**config.mk**
```make
export PLATFORM = sky130hd
export DESIGN_NAME = wtw_top
export DESIGN_NICKNAME = d
export VERILOG_FILES = /design/src/wtw_pkg.sv /design/src/wtw_tick_div.sv /design/src/wtw_sync.sv /design/src/wtw_top.sv
export VERILOG_INCLUDE_DIRS = /design/src
export SDC_FILE = /design/constraint.sdc
export NUM_CORES = 1
export LEC_CHECK = 0
export BUFFER_PORTS_ARGS = -buffer_cell sky130_fd_sc_hd__buf_2
export CAP_MARGIN = 25
export CORE_MARGIN = 4
export CORE_UTILIZATION = 45
export CTS_BUF_LIST = sky130_fd_sc_hd__clkbuf_4
export CTS_CLUSTER_SIZE = 20
export DETAILED_ROUTE_END_ITERATION = 16
export PLACE_DENSITY = 0.69
export REMOVE_ABC_BUFFERS = 1
export SLEW_MARGIN = 20
export SYNTH_ARGS = -nofsm -noshare
export SYNTH_HDL_FRONTEND = slang
export SYNTH_SLANG_ARGS = --single-unit
```
**constraint.sdc**
```tcl
create_clock -name clk -period 3.27 [get_ports clk]
set_input_delay 0.327 -clock clk [delete_from_list [all_inputs] [get_ports clk]]
set_output_delay 0.327 -clock clk [all_outputs]
set_load 0.03 [all_outputs]
```
**src/wtw_params.svh**
```systemverilog
// timing constants and limits for the wakeup timer watchdog
`ifndef WTW_PARAMS_SVH
`define WTW_PARAMS_SVH

`define WTW_CLK_PERIOD_NS   8
`define WTW_OSC_PERIOD_NS   10_000_000
`define WTW_TICK_MS         10
`define WTW_DEADLINE_MS     20
`define WTW_WAKE_MS         20
`define WTW_RESET_MS        320
`define WTW_VALID_MS        20
`define WTW_OBSERVE_MS      30
`define WTW_DEBOUNCE_MS     20
`define WTW_IVAL_MIN_MS     100
`define WTW_IVAL_MAX_S      7200
`define WTW_IVAL_W          20
`define WTW_GCNT_W          8

`endif

```
**src/wtw_pkg.sv**
```systemverilog
// types shared by the wakeup timer watchdog modules
package wtw_pkg;
  `include "wtw_params.svh"

  typedef enum logic [4:0]
  {
    ST_MEASURE  = 5'h01,
    ST_RUN      = 5'h02,
    ST_RESET    = 5'h04,
    ST_MANUAL   = 5'h08,
    ST_DEBOUNCE = 5'h10
  } wtw_state_e;

  typedef struct packed
  {
    logic                   valid;
    logic [`WTW_IVAL_W-1:0] count;
  } wtw_conv_s;
endpackage

```
**src/wtw_tick_div.sv**
```systemverilog
// divider making the internal oscillator tick as a one-cycle enable
`timescale 1ns/1ns
module wtw_tick_div #(
  parameter int unsigned DIV = 1_250_000
) (
  // clock and reset
  input  wire logic clk,
  input  wire logic rst,
  // tick enable
  output logic      tick
);
  localparam int unsigned CW = (DIV > 1) ? $clog2(DIV) : 1;

  logic [CW-1:0] cnt_r;

  always_ff @(posedge clk or posedge rst)
  begin
    if (rst)
    begin
      cnt_r <= '0;
      tick  <= 1'b0;
    end
    else
    begin
      tick  <= (cnt_r == CW'(DIV - 1));
      cnt_r <= (cnt_r == CW'(DIV - 1)) ? '0 : cnt_r + 1'b1;
    end
  end
endmodule

```
**src/wtw_sync.sv**
```systemverilog
// two flip-flop synchroniser for pin inputs
`timescale 1ns/1ns
module wtw_sync #(
  parameter int unsigned W = 1
) (
  // clock and reset
  input  wire logic         clk,
  input  wire logic         rst,
  // asynchronous in, synchronous out
  input  wire logic [W-1:0] d,
  output logic      [W-1:0] q
);
  logic [W-1:0] meta_r;

  always_ff @(posedge clk or posedge rst)
  begin
    if (rst)
    begin
      meta_r <= '0;
      q      <= '0;
    end
    else
    begin
      meta_r <= d;
      q      <= meta_r;
    end
  end
endmodule

```
**src/wtw_top.sv**
```systemverilog
// wakeup timer with watchdog, manual reset and one-time interval capture
// Notes on behaviour
// controller raises completion at least 20 ms before the next wakeup rise
// missing completion by the deadline pulls the reset output low at interval start
// wakeup pulse at each interval start, not the first, not after a miss
// wakeup output stays low when no pulse is issued
// only a rising completion edge counts, first one per interval
// completion clears only the watchdog state and drops a high wakeup at once
// reset output low during power-on reset and interval reading
// pin high for two oscillator ticks asserts the reset output
// interval measured once after power-on and kept until next power-up
// manual reset or missed deadline asserts reset and restarts the interval, wakeup and state counters
// interval selectable from 100 ms to 7200 s
// reset fall to next wakeup rise is interval plus reset width; to next reset fall, two intervals plus reset width
// manual reset during reading aborts it; reading restarts after release plus debounce
// manual reset valid only if high 20 ms within a 30 ms observation
// manual reset clears counters; restart after release plus debounce and reset width
// reset low after validation delay, held through release, debounce, reset width
// valid manual reset forces wakeup low and reset output low
// completion at least 100 ns after wakeup or reset, by interval minus 20 ms
// after reading, the pin serves only as a digital manual reset input
// wakeup and reset widths are fixed tick counts, wakeup much shorter
// measured interval arrives as a count, latched once and held
`timescale 1ns/1ns
`include "wtw_params.svh"
module wtw_top
  import wtw_pkg::*;
#(
  parameter int unsigned TICK_CYCLES = `WTW_OSC_PERIOD_NS / `WTW_CLK_PERIOD_NS
) (
  // clock and power-on reset
  input  wire logic      clk,
  input  wire logic      rst,
  // pins from the controller and the interval/manual reset pin
  input  wire logic      task_complete_in,
  input  wire logic      interval_set_manual_reset_pin,
  // result of the interval conversion
  input  wire wtw_conv_s conv_in,
  // outputs
  output logic           wakeup_pulse_out,
  output logic           watchdog_reset_n_out,
  output logic           measure_enable_out
);
  localparam int unsigned IW = `WTW_IVAL_W;
  localparam int unsigned GW = `WTW_GCNT_W;
  localparam int unsigned DEADLINE_TICKS = `WTW_DEADLINE_MS / `WTW_TICK_MS;
  localparam int unsigned WAKE_TICKS = `WTW_WAKE_MS / `WTW_TICK_MS;
  localparam int unsigned RESET_TICKS = (`WTW_RESET_MS + `WTW_TICK_MS - 1) / `WTW_TICK_MS;
  localparam int unsigned VALID_TICKS = (`WTW_VALID_MS + `WTW_TICK_MS - 1) / `WTW_TICK_MS;
  localparam int unsigned OBSERVE_TICKS = `WTW_OBSERVE_MS / `WTW_TICK_MS;
  localparam int unsigned DEB_TICKS = (`WTW_DEBOUNCE_MS + `WTW_TICK_MS - 1) / `WTW_TICK_MS;
  localparam int unsigned IVAL_MIN = `WTW_IVAL_MIN_MS / `WTW_TICK_MS;
  localparam int unsigned IVAL_MAX = `WTW_IVAL_MAX_S * 1000 / `WTW_TICK_MS;

  // clamp the converted count to the selectable range
  function automatic logic [IW-1:0] clamp_ival(input logic [IW-1:0] c);
    if (c < IW'(IVAL_MIN))
      return IW'(IVAL_MIN);
    else if (c > IW'(IVAL_MAX))
      return IW'(IVAL_MAX);
    else
      return c;
  endfunction

  logic          tick;
  logic          done_s;
  logic          pin_s;
  logic          done_d_r;
  logic          done_edge;
  logic          done_take;
  wtw_state_e    state_r;
  wtw_state_e    state_nxt;
  logic [GW-1:0] gcnt_r;
  logic [GW-1:0] obs_r;
  logic          mr_valid;
  logic [IW-1:0] ival_r;
  logic [IW-1:0] ival_cnt_r;
  logic          measured_r;
  logic          first_r;
  logic          done_taken_r;
  logic          done_ok_r;
  logic          boundary;
  logic          miss;
  logic [GW-1:0] wake_cnt_r;
  logic [GW-1:0] deb_end;

  wtw_tick_div #(
    .DIV (TICK_CYCLES)
  ) u_div (
    .clk  (clk),
    .rst  (rst),
    .tick (tick)
  );

  wtw_sync #(
    .W (2)
  ) u_sync (
    .clk (clk),
    .rst (rst),
    .d   ({task_complete_in, interval_set_manual_reset_pin}),
    .q   ({done_s, pin_s})
  );

  // completion edge detection
  always_ff @(posedge clk or posedge rst)
  begin
    if (rst)
      done_d_r <= 1'b0;
    else
      done_d_r <= done_s;
  end

  assign done_edge = done_s & ~done_d_r;
  assign done_take = done_edge & ~done_taken_r & (state_r == ST_RUN);

  // manual reset qualification by counting consecutive high ticks
  always_ff @(posedge clk or posedge rst)
  begin
    if (rst)
      obs_r <= '0;
    else if (tick)
      obs_r <= pin_s ? ((obs_r == GW'(OBSERVE_TICKS)) ? obs_r : obs_r + 1'b1) : '0;
  end

  // pin high on VALID_TICKS consecutive ticks inside the observation window
  assign mr_valid = tick & pin_s & (obs_r == GW'(VALID_TICKS - 1)); // see

  assign boundary = (state_r == ST_RUN) & tick & (ival_cnt_r == ival_r - 1'b1);
  assign miss     = boundary & ~first_r & ~done_ok_r;
  assign deb_end  = measured_r ? GW'(DEB_TICKS + RESET_TICKS - 1) : GW'(DEB_TICKS - 1);

  // next state
  always_comb
  begin
    state_nxt = state_r;
    unique case (state_r)
      ST_MEASURE:
      begin
        if (mr_valid)
          state_nxt = ST_MANUAL;
        else if (conv_in.valid)
          state_nxt = ST_RUN;
      end
      ST_RUN:
      begin
        if (mr_valid)
          state_nxt = ST_MANUAL;
        else if (miss)
          state_nxt = ST_RESET;                                // see
      end
      ST_RESET:
      begin
        if (mr_valid)
          state_nxt = ST_MANUAL;
        else if (tick && gcnt_r == GW'(RESET_TICKS - 1))
          state_nxt = ST_RUN;
      end
      ST_MANUAL:
      begin
        if (tick && !pin_s)
          state_nxt = ST_DEBOUNCE;
      end
      ST_DEBOUNCE:
      begin
        if (tick && pin_s)
          state_nxt = ST_MANUAL;
        else if (tick && gcnt_r == deb_end)
          state_nxt = measured_r ? ST_RUN : ST_MEASURE;        // see
      end
    endcase
  end

  // state and the shared tick counter
  always_ff @(posedge clk or posedge rst)
  begin
    if (rst)
    begin
      state_r <= ST_MEASURE;
      gcnt_r  <= '0;
    end
    else
    begin
      state_r <= state_nxt;
      if (state_nxt != state_r)
        gcnt_r <= '0;
      else if (tick)
        gcnt_r <= gcnt_r + 1'b1;
    end
  end

  // one-time interval capture
  always_ff @(posedge clk or posedge rst)
  begin
    if (rst)
    begin
      ival_r     <= IW'(IVAL_MIN);
      measured_r <= 1'b0;
    end
    else if (state_r == ST_MEASURE && state_nxt == ST_RUN)
    begin
      ival_r     <= clamp_ival(conv_in.count);                 // see see
      measured_r <= 1'b1;
    end
  end

  // interval counter and completion tracking
  always_ff @(posedge clk or posedge rst)
  begin
    if (rst)
    begin
      ival_cnt_r   <= '0;
      first_r      <= 1'b1;
      done_taken_r <= 1'b0;
      done_ok_r    <= 1'b0;
    end
    else if (state_r != ST_RUN || state_nxt != ST_RUN)
    begin
      ival_cnt_r   <= '0;                                      // see
      first_r      <= 1'b1;
      done_taken_r <= 1'b0;
      done_ok_r    <= 1'b0;
    end
    else if (boundary)
    begin
      ival_cnt_r   <= '0;
      first_r      <= 1'b0;
      done_taken_r <= done_edge;
      done_ok_r    <= done_edge;
    end
    else
    begin
      if (tick)
        ival_cnt_r <= ival_cnt_r + 1'b1;
      if (done_take)
      begin
        done_taken_r <= 1'b1;
        done_ok_r    <= (ival_cnt_r < ival_r - IW'(DEADLINE_TICKS)); // see
      end
    end
  end

  // wakeup pulse
  always_ff @(posedge clk or posedge rst)
  begin
    if (rst)
    begin
      wakeup_pulse_out <= 1'b0;
      wake_cnt_r       <= '0;
    end
    else if (state_nxt != ST_RUN)
    begin
      wakeup_pulse_out <= 1'b0;
      wake_cnt_r       <= '0;
    end
    else if (boundary)
    begin
      wakeup_pulse_out <= 1'b1;
      wake_cnt_r       <= '0;
    end
    else if (wakeup_pulse_out)
    begin
      if (done_take || (tick && wake_cnt_r == GW'(WAKE_TICKS - 1)))
        wakeup_pulse_out <= 1'b0;                              // see see
      if (tick)
        wake_cnt_r <= wake_cnt_r + 1'b1;
    end
  end

  // reset output and measurement path enable
  always_ff @(posedge clk or posedge rst)
  begin
    if (rst)
    begin
      watchdog_reset_n_out <= 1'b0;
      measure_enable_out   <= 1'b0;
    end
    else
    begin
      watchdog_reset_n_out <= (state_nxt == ST_RUN);           // see see
      measure_enable_out   <= (state_nxt == ST_MEASURE);       // see
    end
  end
endmodule

```
==> run_results.csv <==
group,metric,value,unit
place,pre_cts_slack,198,ps
global_routing,antenna_found_initial,1,
final_layout,final_layout_size_suffix_gt1_share,12.2,%
setup_path,cp.arrival,3460,ps
floorplan,rows,43,
setup_path,critPathKind,"flop to flop",
detailed_routing,drt_iter0_markers,364,
clock_tree,cts_buffers,9,
timing,fin_setup_tns,0,ps
setup_path,critPathLaunchType,"flop",
timing,fmax,330,MHz
timing,period_needed,3030,ps
floorplan,pin_count,28,
detailed_routing,dr.pass1.iters,5,
logic_synthesis,syn_inst,722,
logic_synthesis,synth-seq-area-share,39.9,%
clock_tree,cts.htree.levels,3,
clock_tree,clock_latency,490,ps
detailed_routing,drc_errors,0,
power_and_ir_drop,p_per_area,361,nW/µm²
status,status,"complete, no violations",
floorplan,die_h,128,µm
worst_hold_path,hp-class,"primary input to flop",
floorplan,dieArea,16400,µm²
logic_synthesis,ys_seq_elements,103,
job,cap_violations,0,
place,numPortBuffers,27,
place,dp_hpwl,10.7,mm
final_layout,finalInstanceArea,7090,µm²
detailed_routing,routed_wl,14.3,mm
floorplan,start_util,46.3,%
place,dpl_cell_area,6870,µm²
setup_path,crit_fanout,5,
logic_synthesis,yosysMostFrequentCell,"dfrtp_1",
logic_synthesis,synth_edf_count,0,
detailed_routing,wl_met3,446,µm
logic_synthesis,synth-async-reset-ratio,100,%
final_layout,nets,807,
clock_tree,clk_pin_slew_worst_paths,170,ps
final_layout,multi_input_comb_area,3670,µm²
logic_synthesis,synth_ff_type,"dfrtp_1",
global_routing,grt-ovfl-total,0,
logic_synthesis,yosysWarnings,0,
timing,slew_viol_final,0,
detailed_routing,ant_nets,0,
power_and_ir_drop,p_leak,3.17,nW
final_layout,finalNonFillerCells,938,
setup_path,required,3700,ps
detailed_routing,met1_length,6.65,mm
final_layout,fill_cells,1317,
place,gp_congestion,0.882,
logic_synthesis,yosysUniqueCellTypes,67,
final_layout,seq_area,2580,µm²
timing,setup_ws,236,ps
logic_synthesis,synth_top_area_share,38.3,%
detailed_routing,avgViaCountPerCell,5.60,
clock_tree,clock_path_buffers,2,
detailed_routing,vias,5255,
final_layout,synthToLayoutAreaGrowth,9.45,%
timing,relSlewSlack,42.4,%
detailed_routing,wl_per_cell,15.3,µm
global_routing,grt.total_usage,18.6,%
clock_tree,cts_root_buf,"clkbuf_4",
timing,setup_viol,0,
power_and_ir_drop,peakVddDrop,0.232,mV
floorplan,fp.dieW,128,µm
global_routing,grt_max_degree,57,
clock_tree,post_cts_buffers,0,
global_routing,grt_pass1_vias,5194,
logic_synthesis,syn-cell-area,6480,µm²
timing,period_share,92.8,%
timing,clock_skew,18.7,ps
timing,rsz0062_at_grt,"yes",
logic_synthesis,syn_area_per_cell,8.97,µm²
setup_path,end_kind,"flop",
logic_synthesis,synthTopCellsByArea,"dfrtp_1, xnor2_1, xor2_1",
place,dp_cells,918,
detailed_routing,dr.max_layer_used,"met4",
clock_tree,tritoncts,"done",
logic_synthesis,synth_top_cells_by_count,"dfrtp_1, nor2_1, nand2_1",
floorplan,core,14000,µm²
clock_tree,cts_sinks,103,
logic_synthesis,synth_top_area_cell,"dfrtp_1",
global_routing,grt_pass1_wl,24.9,mm
timing,final_hold_viol_count,0,
timing,worst_slew_pin_slew,856,ps
detailed_routing,wl_met2,6.86,mm
[layout make-up]
class                      instances  share of cell area (%)
timing repair buffer              50                    4.62
clock buffer                       9                   0.953
antenna                            1                  0.0353
multi-input combinational        557                    51.8
clock inverter                     7                    1.31
sequential                       103                    36.4
tap                              180                    3.18
inverter                          31                    1.68
[placed cells by master (no fill, tap or decap), types with 3 or more instances in the layout]
cell type and n:
mux2i_1 3, nor4_4 3, dlygate4sd3_1 3, inv_6 4, buf_2 27, clkbuf_4 9
nor4_1 19, o2111ai_1 3, xnor2_1 51, o31ai_1 4, o21ai_0 23, nand2b_1 8
or3_1 7, buf_4 19, ha_1 30, nor4b_2 3, o21a_1 3, dfrtp_1 99
xor2_1 47, a31oi_1 13, a21o_1 6, dfstp_2 4, nand3_1 36, inv_1 30
nor4b_1 3, nor2_1 92, o211ai_1 4, nand3b_1 4, a21oi_1 20, nand2_1 68
nor3_1 22, and3_1 13, nand4_1 22, nor2b_1 5
[registers in the layout, summed over array words and instances, names as in the netlist, 2 cells and up]
signal         count
state_r            5
wake_cnt_r         8
ival_cnt_r        20
u_sync.q           2
gcnt_r             8
u_sync.meta_r      2
ival_r            20
u_div.cnt_r       21
obs_r              8
[routing by layer]
| layer | global-route usage (%) | up-vias |
|---|---|---|
| li1 | - | 2587 |
| met1 | 24.7 | 2528 |
| met2 | 30.5 | 112 |
| met3 | 2.21 | 28 |
| met4 | 8.18 | 0 |
| met5 | 0 | - |
[power breakdown]
group          leakage [nW]  total, W  switching, W  internal [W]
combinational          1.74  0.000409      0.000249      0.000160
sequential             1.34   0.00140     0.0000808       0.00132
clock                0.0866  0.000747      0.000491      0.000256
[cell families (layout without fill, tap and decap cells)]
group                      count (synthesis)  after routing  synth area share [%]
and+or+nand+nor                          327            327                  26.3
DFF                                      103            103                  39.9
AOI/OAI and AO/OA                         98             98                  10.2
xor gates and xnor gates                  98             98                  13.3
buffers and inverters                     62             97                  3.92
adders and majority gates                 30             30                  5.80
muxes                                      4              4                 0.638
other                                      0              1                     0
[stage by stage]
stage	utilization [%]	total power (W)	hold WS (ps)
3_5_place_dp	49.1	0.00182	339
3_3_place_gp	49.1	0.00181	334
5_1_grt	50.7	0.00271	44.3
4_1_cts	50.5	0.00258	25.4
2_1_floorplan	-	0.00168	331
6_report	50.7	0.00256	77.7
[worst paths after layout]
kind | startpoint | end | slack, ps | cells after the start
setup reg to reg | ival_r[2]$_DFFE_PP0P_ | done_ok_r$_DFFE_PP0P_ | 240 | 14
hold reg to reg | u_sync.meta_r[0]$_DFF_PP0_ | u_sync.q[0]$_DFF_PP0_ | 370 | 0
max in group asynchronous | rst | ival_r[1]$_DFFE_PP1P_ | 2050 | 4
setup / recovery | ival_r[2]$_DFFE_PP0P_ | done_ok_r$_DFFE_PP0P_ | 240 | 14
hold / removal | conv_in[12] | ival_r[12]$_DFFE_PP0P_ | 80 | 3
min in group asynchronous | rst | wakeup_pulse_out$_DFF_PP0_ | 470 | 3
[critical path: stages (launching register included)]
cell and delay (ps):
dfrtp_1 460, inv_1 120, ha_1 220, nor3b_2 210, nand2_1 110, nor2_2 150
nand2_1 100, nor3_1 200, xnor2_1 160, ha_1 270, a21o_1 180, a21o_1 200
a2111oi_2 370, a21boi_1 120, o21ai_2 110
[what timing repair did]
item,4_1_cts,5_1_grt
gates resized for setup,0,7
hold endpoints to repair,53,0
setup endpoints to repair,0,9
hold buffers,3,0
Power figures use the tool's default switching activity.
